**config.mk**
```make
export PLATFORM = sky130hd
export DESIGN_NAME = dtc_timing
export DESIGN_NICKNAME = d
export VERILOG_FILES = /design/src/verilog/dtc_pkg.sv /design/src/verilog/dtc_axis.sv /design/src/verilog/dtc_blink.sv /design/src/verilog/dtc_timing.sv
export VERILOG_INCLUDE_DIRS = /design/src /design/src/verilog
export SDC_FILE = /design/constraint.sdc
export NUM_CORES = 1
export LEC_CHECK = 0
export ABC_AREA = 0
export BUFFER_PORTS_ARGS = -buffer_cell sky130_fd_sc_hd__buf_2
export CAP_MARGIN = 25
export CORE_AREA = 2 2 109 111
export CTS_CLUSTER_SIZE = 25
export DETAILED_ROUTE_END_ITERATION = 12
export DIE_AREA = 0 0 111 113
export GPL_TIMING_DRIVEN = 0
export PLACE_DENSITY_LB_ADDON = 0.08
export SLEW_MARGIN = 0
export SYNTH_ARGS = -nofsm -noshare
export SYNTH_HDL_FRONTEND = slang
export SYNTH_SLANG_ARGS = --single-unit
```
**constraint.sdc**
```tcl
create_clock -name clk -period 3.3 [get_ports clk]
set_input_delay 0.33 -clock clk [delete_from_list [all_inputs] [get_ports clk]]
set_output_delay 0.33 -clock clk [all_outputs]
set_load 0.02 [all_outputs]
```
**src/verilog/dtc_regs.svh**
```systemverilog
`ifndef DTC_REGS_SVH
`define DTC_REGS_SVH

`define DTC_ADDR_CFG 4'h0
`define DTC_ADDR_TIMING 4'h4
`define DTC_ADDR_IRQ_STATUS 4'h8
`define DTC_ADDR_IRQ_MASK 4'hc

`define DTC_BIT_PENDING 31
`define DTC_BIT_BLINK_RATE 16
`define DTC_BIT_PIXEL_DOUBLE 15
`define DTC_BIT_PLANAR 13
`define DTC_BIT_CENTER 12
`define DTC_BIT_PANEL_VSP 11
`define DTC_BIT_PANEL_HSP 10
`define DTC_BIT_CRT_VSP 9
`define DTC_BIT_CRT_HSP 8
`define DTC_BIT_BLINK_ON 7
`define DTC_BIT_VIRQ_EN 6
`define DTC_BIT_TIMING_GEN_ON 5
`define DTC_BIT_DDC_CLK 4
`define DTC_BIT_BLANK_EN 3
`define DTC_BIT_HSYNC_EN 2
`define DTC_BIT_VSYNC_EN 1

`define DTC_CFG_RESET 32'h0000_0000
`define DTC_CFG_WMASK 32'h0001_bffe
`define DTC_TIMING_RESET 32'h0000_0000
`define DTC_IRQ_VSYNC 0
`define DTC_IRQ_FRAME 1

`endif

```
**src/verilog/dtc_pkg.sv**
```systemverilog
package dtc_pkg;
    typedef enum logic [3:0] {
        DTC_ACTIVE = 4'h1,
        DTC_BORDER = 4'h2,
        DTC_SYNC = 4'h4,
        DTC_BLANK = 4'h8
    } dtc_region_e;
    typedef logic [11:0] dtc_count_t;
endpackage : dtc_pkg

```
**src/verilog/dtc_axis.sv**
```systemverilog
`timescale 1ns/1ps
`include "dtc_regs.svh"
module dtc_axis
    import dtc_pkg::*;
#(
    parameter int WIDTH = 12
) (
    input wire logic clk,
    input wire logic nrst,
    input wire logic run,
    input wire logic step,
    input wire logic [WIDTH-1:0] active_len,
    input wire logic [WIDTH-1:0] border_len,
    input wire logic [WIDTH-1:0] sync_len,
    input wire logic [WIDTH-1:0] blank_len,
    output dtc_region_e region,
    output logic wrap
);
    initial begin
        if (WIDTH < 2 || WIDTH > 16) begin
            $error("dtc_axis width out of range");
        end
    end

    logic [WIDTH-1:0] count;
    dtc_region_e next_region;
    logic [WIDTH-1:0] cur_len;
    wire last_step = step && (count >= cur_len);

    always_comb begin
        case (region)
            DTC_ACTIVE: cur_len = active_len;
            DTC_BORDER: cur_len = border_len;
            DTC_SYNC: cur_len = sync_len;
            DTC_BLANK: cur_len = blank_len;
            default: cur_len = active_len;
        endcase
    end

    always_comb begin
        case (region)
            DTC_ACTIVE: next_region = DTC_BORDER;
            DTC_BORDER: next_region = DTC_SYNC;
            DTC_SYNC: next_region = DTC_BLANK;
            DTC_BLANK: next_region = DTC_ACTIVE;
            default: next_region = DTC_ACTIVE;
        endcase
    end

    assign wrap = last_step && (region == DTC_BLANK);

    always_ff @(posedge clk or negedge nrst) begin
        if (!nrst) begin
            region <= DTC_ACTIVE;
            count <= '0;
        end else if (!run) begin
            region <= DTC_ACTIVE;
            count <= '0;
        end else if (last_step) begin
            region <= next_region;
            count <= '0;
        end else if (step) begin
            count <= count + 1'b1;
        end
    end
endmodule : dtc_axis

```
**src/verilog/dtc_blink.sv**
```systemverilog
`timescale 1ns/1ps
module dtc_blink
    import dtc_pkg::*;
#(
    parameter int FRAME_BITS = 6
) (
    input wire logic clk,
    input wire logic nrst,
    input wire logic run,
    input wire logic frame_tick,
    input wire logic rate_slow,
    input wire logic blink_on,
    output logic cursor_show,
    output logic text_show
);
    initial begin
        if (FRAME_BITS < 6) begin
            $error("dtc_blink needs at least six frame bits");
        end
    end

    logic [FRAME_BITS-1:0] frames;

    always_ff @(posedge clk or negedge nrst) begin
        if (!nrst) begin
            frames <= '0;
        end else if (!run) begin
            frames <= '0;
        end else if (frame_tick) begin
            frames <= frames + 1'b1;
        end
    end

    // Rate and enable select the visible phase.
    // Tap 3 gives 16 frames with 8 shown, tap 4 gives 32 with 16 shown.
    wire cur_phase = rate_slow ? frames[4] : frames[3];
    // Tap 4 gives 32 frames with 16 shown, tap 5 gives 64 with 32 shown.
    wire txt_phase = rate_slow ? frames[5] : frames[4];
    assign cursor_show = !blink_on || !cur_phase;
    assign text_show = !blink_on || !txt_phase;
endmodule : dtc_blink

```
**src/verilog/dtc_timing.sv**
```systemverilog
// The implementer's own choices: the address-and-strobe port and the register offsets.
`timescale 1ns/1ps
`include "dtc_regs.svh"
// Summary of operation
// - Normal rate: cursor 16/8, text 32/16.
// - Slow rate: cursor 32/16, text 64/32.
// - Blinking only while blink enable set.
// - Pixel doubling shows each pixel twice.
// - Centering extends panel enable over border.
// - Panel vsync polarity from bit 11.
// - Panel hsync polarity from bit 10.
// - Crt_vertical_sync polarity from bit 9.
// - Crt_horizontal_sync polarity from bit 8.
// - Vertical interrupt at sync; disable clears, except when a sync start falls in the same cycle.
// - Generator off resets dot logic, allows writes.
// - DDC clock drives Crt_vertical_sync when disabled.
// - Pending vertical interrupt reads in bit 31.
// - Hsync disabled holds Crt_horizontal_sync low.
module dtc_timing
    import dtc_pkg::*;
#(
    parameter int WIDTH = 12,
    parameter int PIX_WIDTH = 8
) (
    input wire logic clk,
    input wire logic nrst,
    input wire logic [3:0] addr,
    input wire logic [31:0] wdata,
    input wire logic wr,
    input wire logic rd,
    output logic [31:0] rdata,
    input wire logic [PIX_WIDTH-1:0] pixel_in,
    output logic pixel_fetch,
    output logic [PIX_WIDTH-1:0] pixel_out,
    output logic cursor_visible,
    output logic text_visible,
    output logic planar_vga_select,
    output logic panel_display_enable,
    output logic panel_vsync,
    output logic panel_hsync,
    output logic crt_vertical_sync,
    output logic crt_horizontal_sync,
    output logic irq
);
    initial begin
        if (WIDTH < 4 || WIDTH > 16 || PIX_WIDTH < 1) begin
            $error("dtc_timing parameters out of range");
        end
    end

    logic [31:0] cfg;
    logic [31:0] timing;
    logic [1:0] irq_status;
    logic [1:0] irq_mask;
    logic pending;
    logic half;

    wire blink_rate_select = cfg[`DTC_BIT_BLINK_RATE];
    wire pixel_doubling = cfg[`DTC_BIT_PIXEL_DOUBLE];
    wire panel_centering = cfg[`DTC_BIT_CENTER];
    wire panel_vsync_polarity = cfg[`DTC_BIT_PANEL_VSP];
    wire panel_hsync_polarity = cfg[`DTC_BIT_PANEL_HSP];
    wire crt_vertical_sync_polarity = cfg[`DTC_BIT_CRT_VSP];
    wire crt_horizontal_sync_polarity = cfg[`DTC_BIT_CRT_HSP];
    wire blink_on = cfg[`DTC_BIT_BLINK_ON];
    wire vertical_irq_enable = cfg[`DTC_BIT_VIRQ_EN];
    wire timing_gen_on = cfg[`DTC_BIT_TIMING_GEN_ON];
    wire ddc_serial_clock_bit = cfg[`DTC_BIT_DDC_CLK];
    wire blank_enable = cfg[`DTC_BIT_BLANK_EN];
    wire hsync_output_enable = cfg[`DTC_BIT_HSYNC_EN];
    wire vsync_output_enable = cfg[`DTC_BIT_VSYNC_EN];

    wire sel_cfg = addr == `DTC_ADDR_CFG;
    wire sel_timing = addr == `DTC_ADDR_TIMING;
    wire sel_status = addr == `DTC_ADDR_IRQ_STATUS;
    wire sel_mask = addr == `DTC_ADDR_IRQ_MASK;
    wire timing_wr = wr && sel_timing && !timing_gen_on;

    // Active lengths are byte fields, the other lengths 4-bit fields; zero means one unit.
    wire [WIDTH-1:0] h_act = WIDTH'(timing[7:0]);
    wire [WIDTH-1:0] h_brd = WIDTH'(timing[7:4]);
    wire [WIDTH-1:0] h_syn = WIDTH'(timing[11:8]);
    wire [WIDTH-1:0] v_act = WIDTH'(timing[23:16]);
    wire [WIDTH-1:0] v_brd = WIDTH'(timing[19:16]);
    wire [WIDTH-1:0] v_syn = WIDTH'(timing[27:24]);
    wire [WIDTH-1:0] v_blk = WIDTH'(timing[31:28]);

    dtc_region_e h_region;
    dtc_region_e v_region;
    logic line_end;
    logic frame_end;
    logic cur_show;
    logic txt_show;

    dtc_axis #(.WIDTH(WIDTH)) u_h (
        .clk(clk),
        .nrst(nrst),
        .run(timing_gen_on),
        .step(1'b1),
        .active_len(h_act),
        .border_len(h_brd),
        .sync_len(h_syn),
        .blank_len(h_brd),
        .region(h_region),
        .wrap(line_end)
    );

    dtc_axis #(.WIDTH(WIDTH)) u_v (
        .clk(clk),
        .nrst(nrst),
        .run(timing_gen_on),
        .step(line_end),
        .active_len(v_act),
        .border_len(v_brd),
        .sync_len(v_syn),
        .blank_len(v_blk),
        .region(v_region),
        .wrap(frame_end)
    );

    wire h_sync = h_region == DTC_SYNC;
    wire v_sync = v_region == DTC_SYNC;
    wire h_act_w = h_region == DTC_ACTIVE;
    wire v_act_w = v_region == DTC_ACTIVE;
    wire h_vis = h_act_w || (h_region == DTC_BORDER);
    wire v_vis = v_act_w || (v_region == DTC_BORDER);
    logic v_sync_d;
    wire vsync_start = v_sync && !v_sync_d;

    dtc_blink u_blink (
        .clk(clk),
        .nrst(nrst),
        .run(timing_gen_on),
        .frame_tick(vsync_start),
        .rate_slow(blink_rate_select),
        .blink_on(blink_on),
        .cursor_show(cur_show),
        .text_show(txt_show)
    );

    wire next_enable = blank_enable && timing_gen_on
        && (panel_centering ? (h_vis && v_vis) : (h_act_w && v_act_w));
    wire next_fetch = timing_gen_on && h_act_w && v_act_w && (!pixel_doubling || !half);
    wire crt_v_level = vsync_output_enable
        ? ((v_sync && timing_gen_on) ^ crt_vertical_sync_polarity) : ddc_serial_clock_bit;
    wire crt_h_level = hsync_output_enable && ((h_sync && timing_gen_on) ^ crt_horizontal_sync_polarity);
    wire cfg_vertical_irq_enable_clear = wr && sel_cfg && !wdata[`DTC_BIT_VIRQ_EN];
    wire next_pending = (vertical_irq_enable && timing_gen_on && vsync_start)
        || (pending && !cfg_vertical_irq_enable_clear);
    wire [1:0] events = {frame_end, vsync_start && timing_gen_on};
    wire [1:0] next_status = events | (irq_status & {2{!(rd && sel_status)}});

    wire [31:0] cfg_view = {pending, cfg[30:0]};
    wire [31:0] next_rdata = sel_cfg ? cfg_view
        : sel_timing ? timing
        : sel_status ? {30'h0, irq_status}
        : sel_mask ? {30'h0, irq_mask} : 32'h0;

    always_ff @(posedge clk or negedge nrst) begin
        if (!nrst) begin
            cfg <= `DTC_CFG_RESET;
            timing <= `DTC_TIMING_RESET;
            irq_mask <= 2'h0;
        end else begin
            if (wr && sel_cfg) begin
                cfg <= wdata & `DTC_CFG_WMASK;
            end
            if (timing_wr) begin
                timing <= wdata;
            end
            if (wr && sel_mask) begin
                irq_mask <= wdata[1:0];
            end
        end
    end

    always_ff @(posedge clk or negedge nrst) begin
        if (!nrst) begin
            pending <= 1'b0;
            irq_status <= 2'h0;
            irq <= 1'b0;
            rdata <= 32'h0;
            v_sync_d <= 1'b0;
            half <= 1'b0;
        end else begin
            pending <= next_pending;
            irq_status <= next_status;
            irq <= |(next_status & irq_mask);
            rdata <= rd ? next_rdata : 32'h0;
            v_sync_d <= v_sync && timing_gen_on;
            half <= (timing_gen_on && h_act_w && pixel_doubling) ? !half : 1'b0;
        end
    end

    always_ff @(posedge clk or negedge nrst) begin
        if (!nrst) begin
            pixel_fetch <= 1'b0;
            pixel_out <= '0;
            cursor_visible <= 1'b1;
            text_visible <= 1'b1;
            planar_vga_select <= 1'b0;
            panel_display_enable <= 1'b0;
            panel_vsync <= 1'b0;
            panel_hsync <= 1'b0;
            crt_vertical_sync <= 1'b0;
            crt_horizontal_sync <= 1'b0;
        end else begin
            pixel_fetch <= next_fetch;
            if (next_fetch) begin
                pixel_out <= pixel_in;
            end else if (!(timing_gen_on && h_act_w && v_act_w)) begin
                pixel_out <= '0;
            end
            cursor_visible <= cur_show;
            text_visible <= txt_show;
            planar_vga_select <= cfg[`DTC_BIT_PLANAR];
            panel_display_enable <= next_enable;
            panel_vsync <= (v_sync && timing_gen_on) ^ panel_vsync_polarity;
            panel_hsync <= (h_sync && timing_gen_on) ^ panel_hsync_polarity;
            crt_vertical_sync <= crt_v_level;
            crt_horizontal_sync <= crt_h_level;
        end
    end
endmodule : dtc_timing

```
== Word level (Yosys, flattened, before mapping) ==
Index checks and enable logic that the tools add are counted.
Storage, ports and cells
  word-level logic and storage cells: 123
  register bits after elaboration: 142
Cells by class
  $lt $le $gt $ge: 2
  bitwise operators: 7
  add/sub/neg operators: 3
  equal/unequal tests: 16
  mux-type cells: 27
  reduce and logical (&&, ||, !) cells: 44
Operators by type and width (count)
  $mux 32: 3
  $mux 12: 5
  $logic_and 1x1->1: 25
  $add 12x1->12 const B: 2
  $ge 12x8->1: 2
  $pmux 4 s3: 2
  $pmux 8 s3: 1
  $eq 4x4->1 const B: 4
  $mux 4: 4
  $mux 8: 2
  $pmux 8 s2: 1
  $eq 4x3->1 const B: 3
  $mux 6: 2
  $logic_not 1->1: 10
  $eq 4x1->1 const B: 2
  $eq 4x2->1 const B: 2
  $add 6x1->6 const B: 1
  $logic_or 1x1->1: 6
  $ne 2x1->1 const B: 3
  $mux 1: 5
  $and 2x2->2: 2
  $logic_not 4->1: 1
  $mux 2: 2
  $reduce_or 2->1: 2
  4 further kinds: 7

== Longest topological paths before layout ==
Gate-level depths: netlist of run 1.
  depth after elaboration: 10
  depth in mapped cells: 14
  mapped depth without buffers: 12

== Cells and area by module ==
From an unflattened synthesis of run 1, not the netlist that was laid out.
Unflattened totals
  cells, all modules: 634
  area, all modules: 7285.7 um^2
Modules (own cells, without submodules)
  dtc_timing: cells each 283, area each 4015.1 um^2, sequential area each 2605.0 um^2, times used 1
  dtc_axis at u_h: cells each 163, area each 1537.7 um^2, sequential area each 401.6 um^2, times used 1
  dtc_axis at u_v: cells each 160, area each 1418.9 um^2, sequential area each 401.6 um^2, times used 1
  dtc_blink: cells each 28, area each 314.1 um^2, sequential area each 150.1 um^2, times used 1

== Least setup slack after synthesis of run 1 ==
No wires, ideal clock.
  path type: flip-flop to flip-flop
  from: reg u_h.region[0]
  to: reg irq
  path buffers: 2
  data arrival time: 2944 ps
  setup slack: 235 ps
  setup time: 121 ps
  period minus slack after synthesis: 3065 ps
  stages on the path, launching flop included: 13
  cell sequence: dfstp_2 -> buf_6 -> nor4b_2 -> nor2_1 -> a21oi_1 -> ha_1 -> nor2b_1 -> o211ai_1 -> a21o_1 -> clkbuf_1 -> a21oi_1 -> a32o_1 -> a22o_1
On the way
  longest elaborated chain between the ends: 10
  elaborated cells on any way between the ends: 12
  those cells by class: 1 x order compare; 3 x eq/ne; 1 x mux; 2 x bitwise; 5 x reduce/logical
RTL lines
  from (decl): RTL line dtc_axis.sv:16  | output dtc_region_e region,
  from (signal assigned): RTL line dtc_axis.sv:60  | region <= next_region;
  $eq 4x2->1 / $eq 4x4->1 (equally long branches): RTL line dtc_axis.sv:31, dtc_axis.sv:50
  $reduce_or 2->1 (no source line)
  $pmux 8 s2: RTL line dtc_axis.sv:31  | case (region)
  $ge 12x8->1: RTL line dtc_axis.sv:28  | wire last_step = step && (count >= cur_len);
  $logic_and 1x1->1 (*): RTL line dtc_axis.sv:50  | assign wrap = last_step && (region == DTC_BLANK);
  $logic_and 1x1->1 (*): RTL line dtc_axis.sv:28
  $logic_and 1x1->1 (*): RTL line dtc_axis.sv:50
  $or 2x2->2 (*): RTL line dtc_timing.sv:151  | wire [1:0] next_status = events | (irq_status & {2{!(rd && sel_status)}});
  net next_status[1]: RTL line dtc_timing.sv:151
  $and 2x2->2 (*): RTL line dtc_timing.sv:188  | irq <= |(next_status & irq_mask);
  $reduce_or 2->1 (*): RTL line dtc_timing.sv:188
  to (signal assigned): RTL line dtc_timing.sv:188
  to (decl): RTL line dtc_timing.sv:43  | output logic irq
The timed path passes the listed nets; every way through them passes the cells marked *.
A chain may end at the register's enable or synchronous reset.

== Worst setup path after layout of run 1 ==
  from: reg u_h.region[3]
  to: reg irq
Same word-level chain as after synthesis.

==> metrics.cfg, run 1 <==
[global_route]
grt_pass1_wl_um = 22970
grt_pass1_vias = 4609
grt_max_degree = 81
gr-total-overflow = 0
antenna_found_initial = 0
grt_use_total = 0.2344

[sta]
finalCritPeriodShare = 0.9502
hold_viol_final = 0
period_needed_ns = 3.136
fmax_ghz = 0.3189
slew_viol_final = 0
setup_viol = 0
clock_skew_ns = 0.009109
worstMarginPinSlew_ns = 0.7186
relSlewSlack = 0.5165

[route]
ant_nets = 0
postRouteWirelength_um = 13750
first_iter_violations = 161
vias_per_cell = 5.582
drt-wirelength-per-cell_um = 16.79
drc = 0
vias = 4572
dr.pass1.iters = 4

[cts]
h-tree-depth = 4
cts_inserted_buffers = 17
clockBufferDepth = 2
clk_pin_slew_ns = 0.06
insertion_delay_ns = 0.42
cts_root_buffer = clkbuf_16
cts_tree = done
cts_sinks = 142

[setup_path]
critPathKind = reg2reg
required_ns = 3.66
cp_slowest_cell = nor4b_4
r2r_setup_slack_ns = 0.16
slowest_delay_ns = 0.42
path_buf_inv = 3
reg2reg_depth = 12
timing.rr.end = irq
cp_top_family = compound AO/OA/AOI/OAI gates
cp_data_arrival_time_ns = 3.49
critical_path.cell_chain = buf_2 > nor4b_4 > buf_4 > a22o_1 > a21oi_1 > ha_1 > o211ai_1 > a21o_2 > buf_4 > a21oi_2 > a32o_1 > a22o_1
rr_startpoint = u_h.region[3]
endpoint_kind = flip-flop
cp_max_fo = 8
cp-start-kind = flip-flop

[yosys]
synthTopCellsByArea = dfrtp_1, mux2_2, a22o_1, ha_1, nor2_1
synth_edf_count = 0
yosysMostFrequentCell = dfrtp_1
ys_top_cells_by_count = dfrtp_1, mux2_2, nor2_1
synth_flop_cell = dfrtp_1
yosysTopAreaCellShare = 0.5469
synth_cell_types = 57
syn-instance-count = 542
syn_avg_cell_area_um2 = 11.65
ys_async_sr_fraction = 1.000
ys_ff_latch = 142
synth.largest_area_cell = dfrtp_1
netlist_area_um2 = 6315
yosysSeqAreaShare = 0.5635
yosys_warnings = 0

[finish]
antennaDiodeCount = 0
postLayoutCoreUtil = 0.6855
final_cells = 819
finalNetCount = 731
drive_above_1_share = 0.3136
areaGrowthSynthToFinish_pct = 22.37
nFillCells = 853
final_area_um2 = 7727

[power_and_ir_drop]
ir_worst_vdd_v = 0.0004290
power_density_nw_per_um2 = 625.6
static-leakage-power_uw = 0.003784
p_total_uw = 4835

[placed_design]
port_buffers = 97
place_hpwl_um = 10000
post_dp_cell_area_um2 = 7020
gp_congestion = 0.8595
dpl.cell_count = 785

[floorplan]
core_area_um2 = 11270
fp.dieArea_um2 = 12540
num_rows = 39
start_util = 0.5602
die_height_um = 113
io_pins = 98
die_w_um = 111

[flow_run]
drv_cap = 0

[min_path]
min_to = timing[30]
hp-class = in2reg
min_from = wdata[30]
min_delay_path_depth = 2

[run_status]
status = finished clean

-- cell type report --
class	instances	area [um^2]	share of cell area
tap	143	178.9	0.02315
timing repair buffer	103	571.8	0.07400
clock inverter	9	132.6	0.01716
multi-input combinational	370	2679	0.3467
clock buffer	22	474.2	0.06137
inverter	9	35.03	0.004534
buffer	21	97.59	0.01263
sequential	142	3558	0.4605
-- repair_timing --
action | CTS | global route
pin swaps | 0 | 2
resized for setup | 4 | 12
setup buffers | 0 | 4
endpoints found under the setup margin | 29 | 26
hold endpoints to repair | 62 | 0
hold buffers | 1 | 0
-- report_power, final --
group	total (uW)	switching (uW)	internal, uW
logic	765	429	336
clock network	1940	699	1240
registers	2130	171	1960
-- flip-flops by register name, indices dropped and copies added (netlist names), 2 cells and up --
name / flops
u_v.count: 12
irq_mask: 2
irq_status: 2
cfg: 15
pixel_out: 8
rdata: 32
timing: 32
u_h.count: 12
u_h.region: 4
u_blink.frames: 6
u_v.region: 4
-- worst max path at each step --
stage | startpoint | endpoint | slack, ns | depth (start not counted)
after floorplan | u_h.region[0] | irq | 0.24 | 12
after global placement | u_h.region[0] | irq | -0.32 | 12
after detailed placement | u_h.region[3] | irq | -0.45 | 12
after CTS | u_h.region[3] | u_h.region[0] | 0.02 | 11
after global routing | u_h.region[3] | u_v.count[9] | -0.008 | 13
final | u_h.region[3] | irq | 0.16 | 12
-- cell usage in the layout, fill, tap and decap left out, drive strengths merged, types with 3 or more instances in the layout --
cell    count
a21o        3
a21oi      28
a22o       29
and2        6
and3       20
buf       110
bufinv      3
clkbuf     35
clkinv      4
conb        3
dfrtp     138
dfstp       4
ha         19
inv         9
mux2       51
nand2      36
nand2b      8
nand3      17
nand4       9
nor2       45
nor2b       7
nor3        8
nor4        4
nor4b       4
o21ai      17
o221ai      3
or3         3
xnor2       8
xor2       12
-- cell families after synthesis --
logic type | Yosys count | share of synthesized area
AND/OR/NAND/NOR | 176 | 0.1450
flip-flops | 142 | 0.5635
AO/OA/AOI/OAI | 100 | 0.1112
multiplexers | 52 | 0.09253
buffers and inverters | 32 | 0.02179
XOR/XNOR | 20 | 0.02774
adder cells (fa/ha/maj) | 19 | 0.03765
other | 1 | 0.0005938
-- routing by layer --
layer	share of wire	track usage
met5	0	0
met4	0.014	0.08333
met3	0.044	0.05892
met2	0.48	0.3783
met1	0.46	0.3130
-- per-stage QoR --
stage / setup WS [ns] / hold WS [ns] / TNS [ns]
after CTS: 0.01874 / 0.1142 / 0
after detailed placement: -0.4545 / 0.3377 / -8.138
after global routing: -0.008106 / 0.1208 / -0.01027
after floorplan: 0.2355 / 0.03441 / 0
final: 0.1643 / 0.1267 / 0
after global placement: -0.3220 / 0.3795 / -3.067
Note: power is estimated with default switching activity, not from simulation.
==> run 2, diff against run 1 <==
Settings changed: PLACE_DENSITY set to 0.8, PLACE_DENSITY_LB_ADDON 0.08 to unset, TNS_END_PERCENT set to 50.
==> run 2 against run 1 <==
  * First-iteration DRC count up 130%
  * Global-route usage increased by 0.97 points
  * Combinational power fell by 1%
  * Clock power hardly changed
  * Critical endpoint is now u_h.region[0]
  * Largest power group unchanged
  * Highest routed layer unchanged
==> metrics.cfg, run 2 (synthesized netlist as in run 1, its figures left out) <==
[run_status]
status = finished clean

[cts]
cts_sinks = 142  ; unchanged
insertion_delay_ns = 0.42  ; about the same
post-cts-setup-buffer-count = 0  ; unchanged
cts_tree = done
h-tree-depth = 4  ; unchanged
cts_inserted_buffers = 17  ; unchanged
cts_root_buffer = clkbuf_16
clockBufferDepth = 2  ; unchanged
clk_pin_slew_ns = 0.06  ; about the same

[route]
wl_met3_um = 829  ; +37%
vias = 4720  ; +3.2%
drt-wirelength-per-cell_um = 17.97  ; +7.0%
ant_nets = 0  ; unchanged
dr_wl_met2_um = 7293  ; +10%
dr.pass1.iters = 4  ; unchanged
vias_per_cell = 5.799  ; +3.9%
drc = 0  ; unchanged
first_iter_violations = 366  ; +130%
highest_layer = met4
postRouteWirelength_um = 14630  ; +6.4%
drt-met1-wl_um = 6188  ; -2.2%

[floorplan]
die_w_um = 111  ; unchanged
die_height_um = 113  ; unchanged
core_area_um2 = 11270  ; unchanged
io_pins = 98  ; unchanged
fp.dieArea_um2 = 12540  ; unchanged
num_rows = 39  ; unchanged
start_util = 0.5602  ; unchanged

[sta]
worstMarginPinSlew_ns = 0.8096  ; +0.09096 ns
slew_viol_final = 0  ; unchanged
fmax_ghz = 0.3142  ; -1.5%
clock_skew_ns = 0.005735  ; -0.003374 ns
rsz0062_at_grt = true
period_needed_ns = 3.183  ; +0.04725 ns
hold_viol_final = 0  ; unchanged
finalCritPeriodShare = 0.9645  ; +0.01432
setup_viol = 0  ; unchanged
relSlewSlack = 0.4527  ; -0.06383

[setup_path]
cp_data_arrival_time_ns = 3.49  ; about the same
cp-startpoint = u_h.region[3]
cp_max_fo = 10  ; +2
critPathKind = reg2reg
rr_startpoint = u_h.region[3]
endpoint_kind = flip-flop
cp-start-kind = flip-flop
required_ns = 3.61  ; -0.05 ns

[global_route]
grt_pass1_wl_um = 23920  ; +4.1%
grt_max_degree = 95  ; +17%
antenna_found_initial = 0  ; unchanged
grt_use_total = 0.2441  ; +0.009703
gr-total-overflow = 0  ; unchanged
grt_pass1_vias = 4798  ; +4.1%

[placed_design]
gp_congestion = 0.8666  ; +0.83%
place_hpwl_um = 10180  ; +1.8%
port_buffers = 97  ; unchanged
post_dp_cell_area_um2 = 7020  ; unchanged

[finish]
layout_common_cells = dfrtp_1, buf_2, mux2_2
antennaDiodeCount = 0  ; unchanged
final_area_um2 = 7656  ; -0.92%
drive_above_1_share = 0.3115  ; -0.002134
areaGrowthSynthToFinish_pct = 21.24
finalNetCount = 726  ; -0.68%
layout_commonest_cell = dfrtp_1
top_regs = rdata x32, timing x32, cfg x15

[power_and_ir_drop]
p_total_uw = 4828  ; -0.14%
power_density_nw_per_um2 = 630.6  ; +0.79%
static-leakage-power_uw = 0.003756  ; -0.75%
ir_worst_vdd_v = 0.0005663  ; +32%

[min_path]
hp-class = in2reg
min_from = wdata[27]

[flow_run]
drv_cap = 0  ; unchanged

-- run 2: cell types whose count changed in the layout (fill, tap and decap cells not counted), sizes merged --
cell,previous run,this run
buf,110,106
clkbuf,35,31
clkinv,4,8
inv,9,8
-- run 2: critical path: stages (launching register included) --
cell and delay [ns]:
dfrtp_1 0.35, buf_2 0.17, nor4b_4 0.46, nor2_2 0.18, a21oi_1 0.21, ha_1 0.26
nor2b_1 0.13, o211ai_1 0.19, a21o_1 0.35, nand2_1 0.20, and2_1 0.20, o41ai_1 0.36
-- run 2: area by class of cell --
type | count | area, um^2
Clock inverter | 12 | 143.9
Tap cell | 143 | 178.9
Clock buffer | 19 | 452.9
Sequential cell | 142 | 3558
Multi-Input combinational cell | 370 | 2664
Inverter | 9 | 35.03
Timing Repair Buffer | 99 | 529.3
Fill cell | 787 | 3616
Buffer | 20 | 93.84
-- run 2: power breakdown --
part           total, uW  internal [uW]  leakage (uW)  switching [uW]
Clock               1930           1210      0.000294             719
Combinational        756            326       0.00160             430
Sequential          2140           1960       0.00186             182
-- run 2: worst paths after layout --
kind | to | slack (ns) | cells past startpoint
min in group asynchronous | u_v.count[6] | 0.42 | 2
min reg2reg | planar_vga_select | 0.41 | 0
min | timing[27] | 0.12 | 2
max reg2reg | u_h.region[0] | 0.12 | 11
max | u_h.region[0] | 0.12 | 11
max in group asynchronous | text_visible | 2.05 | 3
-- run 2: what timing repair did --
action | CTS | global route
resized for setup | 4 | 9
pin swaps | 0 | 0
hold buffers | 1 | 0
setup endpoints to repair | 26 | 26
endpoints found under the hold margin | 48 | 0
-- run 2: stage by stage --
| step | hold WS, ns | TNS [ns] | setup WS (ns) | utilization | instances |
|---|---|---|---|---|---|
| after global routing | 0.1252 | -0.06594 | -0.05024 | 0.6792 | 814 |
| after floorplan | 0.03441 | 0 | 0.2355 | - | 544 |
| after CTS | 0.1211 | 0 | 0.004705 | 0.6784 | 816 |
| final | 0.1247 | 0 | 0.1171 | 0.6792 | 814 |
| after global placement | 0.3793 | -1.844 | -0.2555 | 0.6198 | 784 |
| after detailed placement | 0.3067 | -4.099 | -0.3245 | 0.6228 | 785 |
-- run 2: metal layers --
metal  global-route usage  up-vias
met5                    0        -
met4              0.09083        0
met3              0.06160       27
met2               0.4086      134
met1               0.3109     2376
li1                     -     2183
==> run 3, diff against run 2 <==
Settings changed: CORE_AREA 2 2 109 111 to 2 2 105 107, DIE_AREA 0 0 111 113 to 0 0 107 109, PLACE_DENSITY 0.8 to 0.86.
Clock period 3.3 ns to 3.75 ns, I/O delays scaled along.
==> run 3 against run 2 <==
  * Global-route usage grew 2.4 points
  * Critical endpoint unchanged
  * Cell area is 0.41% lower
  * Largest power group unchanged
  * Via count rose by 3.6%
  * Non-clock buffer count increased by 3
  * Register-to-register slack better by 0.05 ns
  * Critical path type unchanged
  * Wire length is 4.0% higher
  * Critical path depth unchanged
==> metrics.cfg, run 3 (synthesized netlist as in run 1, its figures left out) <==
[sta]
worstMarginPinSlew_ns = 0.7543  ; -0.05528 ns
clock_skew_ns = 0.009396  ; +0.003661 ns
hold_viol_final = 0  ; unchanged
setup_viol = 0  ; unchanged
finalCritPeriodShare = 0.9560  ; -0.008483
tns_ns = 0  ; unchanged
slew_viol_final = 0  ; unchanged
rsz0062_at_grt = false
whs_ns = 0.06293  ; -0.06181 ns
fin_ws_ns = 0.1649  ; +0.04778 ns
fmax_ghz = 0.2789  ; -11%
relSlewSlack = 0.4925  ; +0.03982
period_needed_ns = 3.585  ; +0.4022 ns

[floorplan]
io_pins = 98  ; unchanged
die_height_um = 109  ; -3.5%
start_util = 0.5956  ; +0.03537
core_area_um2 = 10600  ; -5.9%
fp.dieArea_um2 = 11660  ; -7.0%
die_w_um = 107  ; -3.6%
num_rows = 38  ; -2.6%

[route]
vias_per_cell = 6.015  ; +3.7%
vias = 4890  ; +3.6%
dr.pass1.iters = 5  ; +1
drc = 0  ; unchanged
ant_nets = 0  ; unchanged
first_iter_violations = 347  ; -5.2%
drt-wirelength-per-cell_um = 18.71  ; +4.1%
postRouteWirelength_um = 15210  ; +4.0%

[finish]
final_area_um2 = 7625  ; -0.41%
nFillCells = 660  ; -16%
areaGrowthSynthToFinish_pct = 20.74
regArea_um2 = 3558  ; unchanged
top_regs = rdata x32, timing x32, cfg x15
drive_above_1_share = 0.2972  ; -0.01430
finalNetCount = 729  ; +0.41%
antennaDiodeCount = 0  ; unchanged
layout_common_cells = dfrtp_1, buf_2, mux2_2
multiInputGateArea_um2 = 2650  ; -0.52%
layout_commonest_cell = dfrtp_1

[setup_path]
cp-start-kind = flip-flop
reg2reg_depth = 11  ; unchanged
critPathKind = reg2reg
rr_startpoint = u_h.region[1]
r2r_setup_slack_ns = 0.16  ; +0.05 ns
cp_max_fo = 10  ; unchanged
slowest_delay_ns = 0.56  ; +0.10 ns
timing.rr.end = u_h.region[0]
cp_data_arrival_time_ns = 4.00  ; +0.51 ns
cp_slowest_cell = nor4b_4
endpoint_kind = flip-flop
critical_path.cell_chain = nor4b_4 > nor2_1 > a21oi_1 > ha_1 > nor2b_1 > o211ai_1 > a21o_1 > clkbuf_1 > nand2_1 > and2_1 > o41ai_1
required_ns = 4.16  ; +0.55 ns

[cts]
cts_sinks = 142  ; unchanged
h-tree-depth = 4  ; unchanged
cts_inserted_buffers = 17  ; unchanged
post-cts-setup-buffer-count = 0  ; unchanged
clockBufferDepth = 2  ; unchanged
insertion_delay_ns = 0.54  ; +0.12 ns
clk_pin_slew_ns = 0.06  ; about the same
cts_tree = done
cts_root_buffer = clkbuf_8

[placed_design]
place_hpwl_um = 10130  ; -0.46%
gp_congestion = 0.8808  ; +1.6%
post_dp_cell_area_um2 = 7017  ; about the same
port_buffers = 97  ; unchanged
dpl_worst_slack_ns = 0.09273  ; +0.4173 ns

[run_status]
status = finished clean

[min_path]
min_to = timing[30]
min_delay_path_depth = 2  ; unchanged
min_from = wdata[30]
hp-class = in2reg

[global_route]
grt_max_degree = 79  ; -17%
gr-total-overflow = 0  ; unchanged
grt_use_total = 0.2679  ; +0.02376
antenna_found_initial = 0  ; unchanged
grt_pass1_wl_um = 23710  ; -0.89%
grt_pass1_vias = 4812  ; +0.29%

[flow_run]
drv_cap = 0  ; unchanged

[power_and_ir_drop]
power_density_nw_per_um2 = 552.0  ; -12%
static-leakage-power_uw = 0.003737  ; -0.52%
p_total_uw = 4209  ; -13%
ir_worst_vdd_v = 0.0002710  ; -52%

==> run 3: cell type report <==
| cell class | instances | share of cell area |
|---|---|---|
| Sequential cell | 142 | 0.4667 |
| Multi-Input combinational cell | 370 | 0.3476 |
| Timing Repair Buffer | 99 | 0.06941 |
| Clock buffer | 20 | 0.05711 |
| Tap cell | 140 | 0.02297 |
| Clock inverter | 10 | 0.01821 |
| Buffer | 23 | 0.01346 |
| Inverter | 9 | 0.004595 |
==> run 3: routing by layer <==
| layer | global-route usage | share of wire | vias to the layer above |
|---|---|---|---|
| li1 | - | - | 2198 |
| met1 | 0.3264 | 0.39 | 2434 |
| met2 | 0.4609 | 0.51 | 213 |
| met3 | 0.06216 | 0.064 | 45 |
| met4 | 0.1141 | 0.029 | 0 |
| met5 | 0 | 0 | - |
==> run 3: worst max-delay path by stage <==
stage | start | endpoint | slack [ns] | depth (start not counted)
after floorplan | u_h.region[0] | irq | 0.69 | 12
after global placement | u_h.region[3] | irq | 0.23 | 12
after detailed placement | u_h.region[0] | irq | 0.09 | 12
after CTS | u_h.region[3] | irq | 0.03 | 13
after global routing | u_h.region[3] | u_h.region[0] | 0.00005 | 13
final | u_h.region[1] | u_h.region[0] | 0.16 | 11
==> run 3: timing repair <==
item | in CTS | in global routing
endpoints found under the hold margin | 62 | 0
gates resized for setup | 1 | 3
endpoints found under the setup margin | 1 | 15
gates cloned | 0 | 0
hold buffers | 1 | 0
pin swaps | 0 | 0
==> run 3: report_power, final <==
part	internal, uW	switching (uW)
Sequential	1720	166
Combinational	287	391
Clock	1020	622
Total	3030	1180
==> run 3: critical path: cells and delay by family, from the launching register on <==
kind / cells / cell delay [ns]
AND/OR/NAND/NOR: 5 / 1.37
AO/OA/AOI/OAI: 4 / 1.00
flip-flops: 1 / 0.46
buffers and inverters: 1 / 0.37
adder cells (fa/ha/maj): 1 / 0.26
==> run 3: per-stage QoR <==
stage,utilization,instances
6_report,0.7191,813
4_1_cts,0.7177,813
3_5_place_dp,0.6618,782
2_1_floorplan,-,544
5_1_grt,0.7191,813
3_3_place_gp,0.6586,781
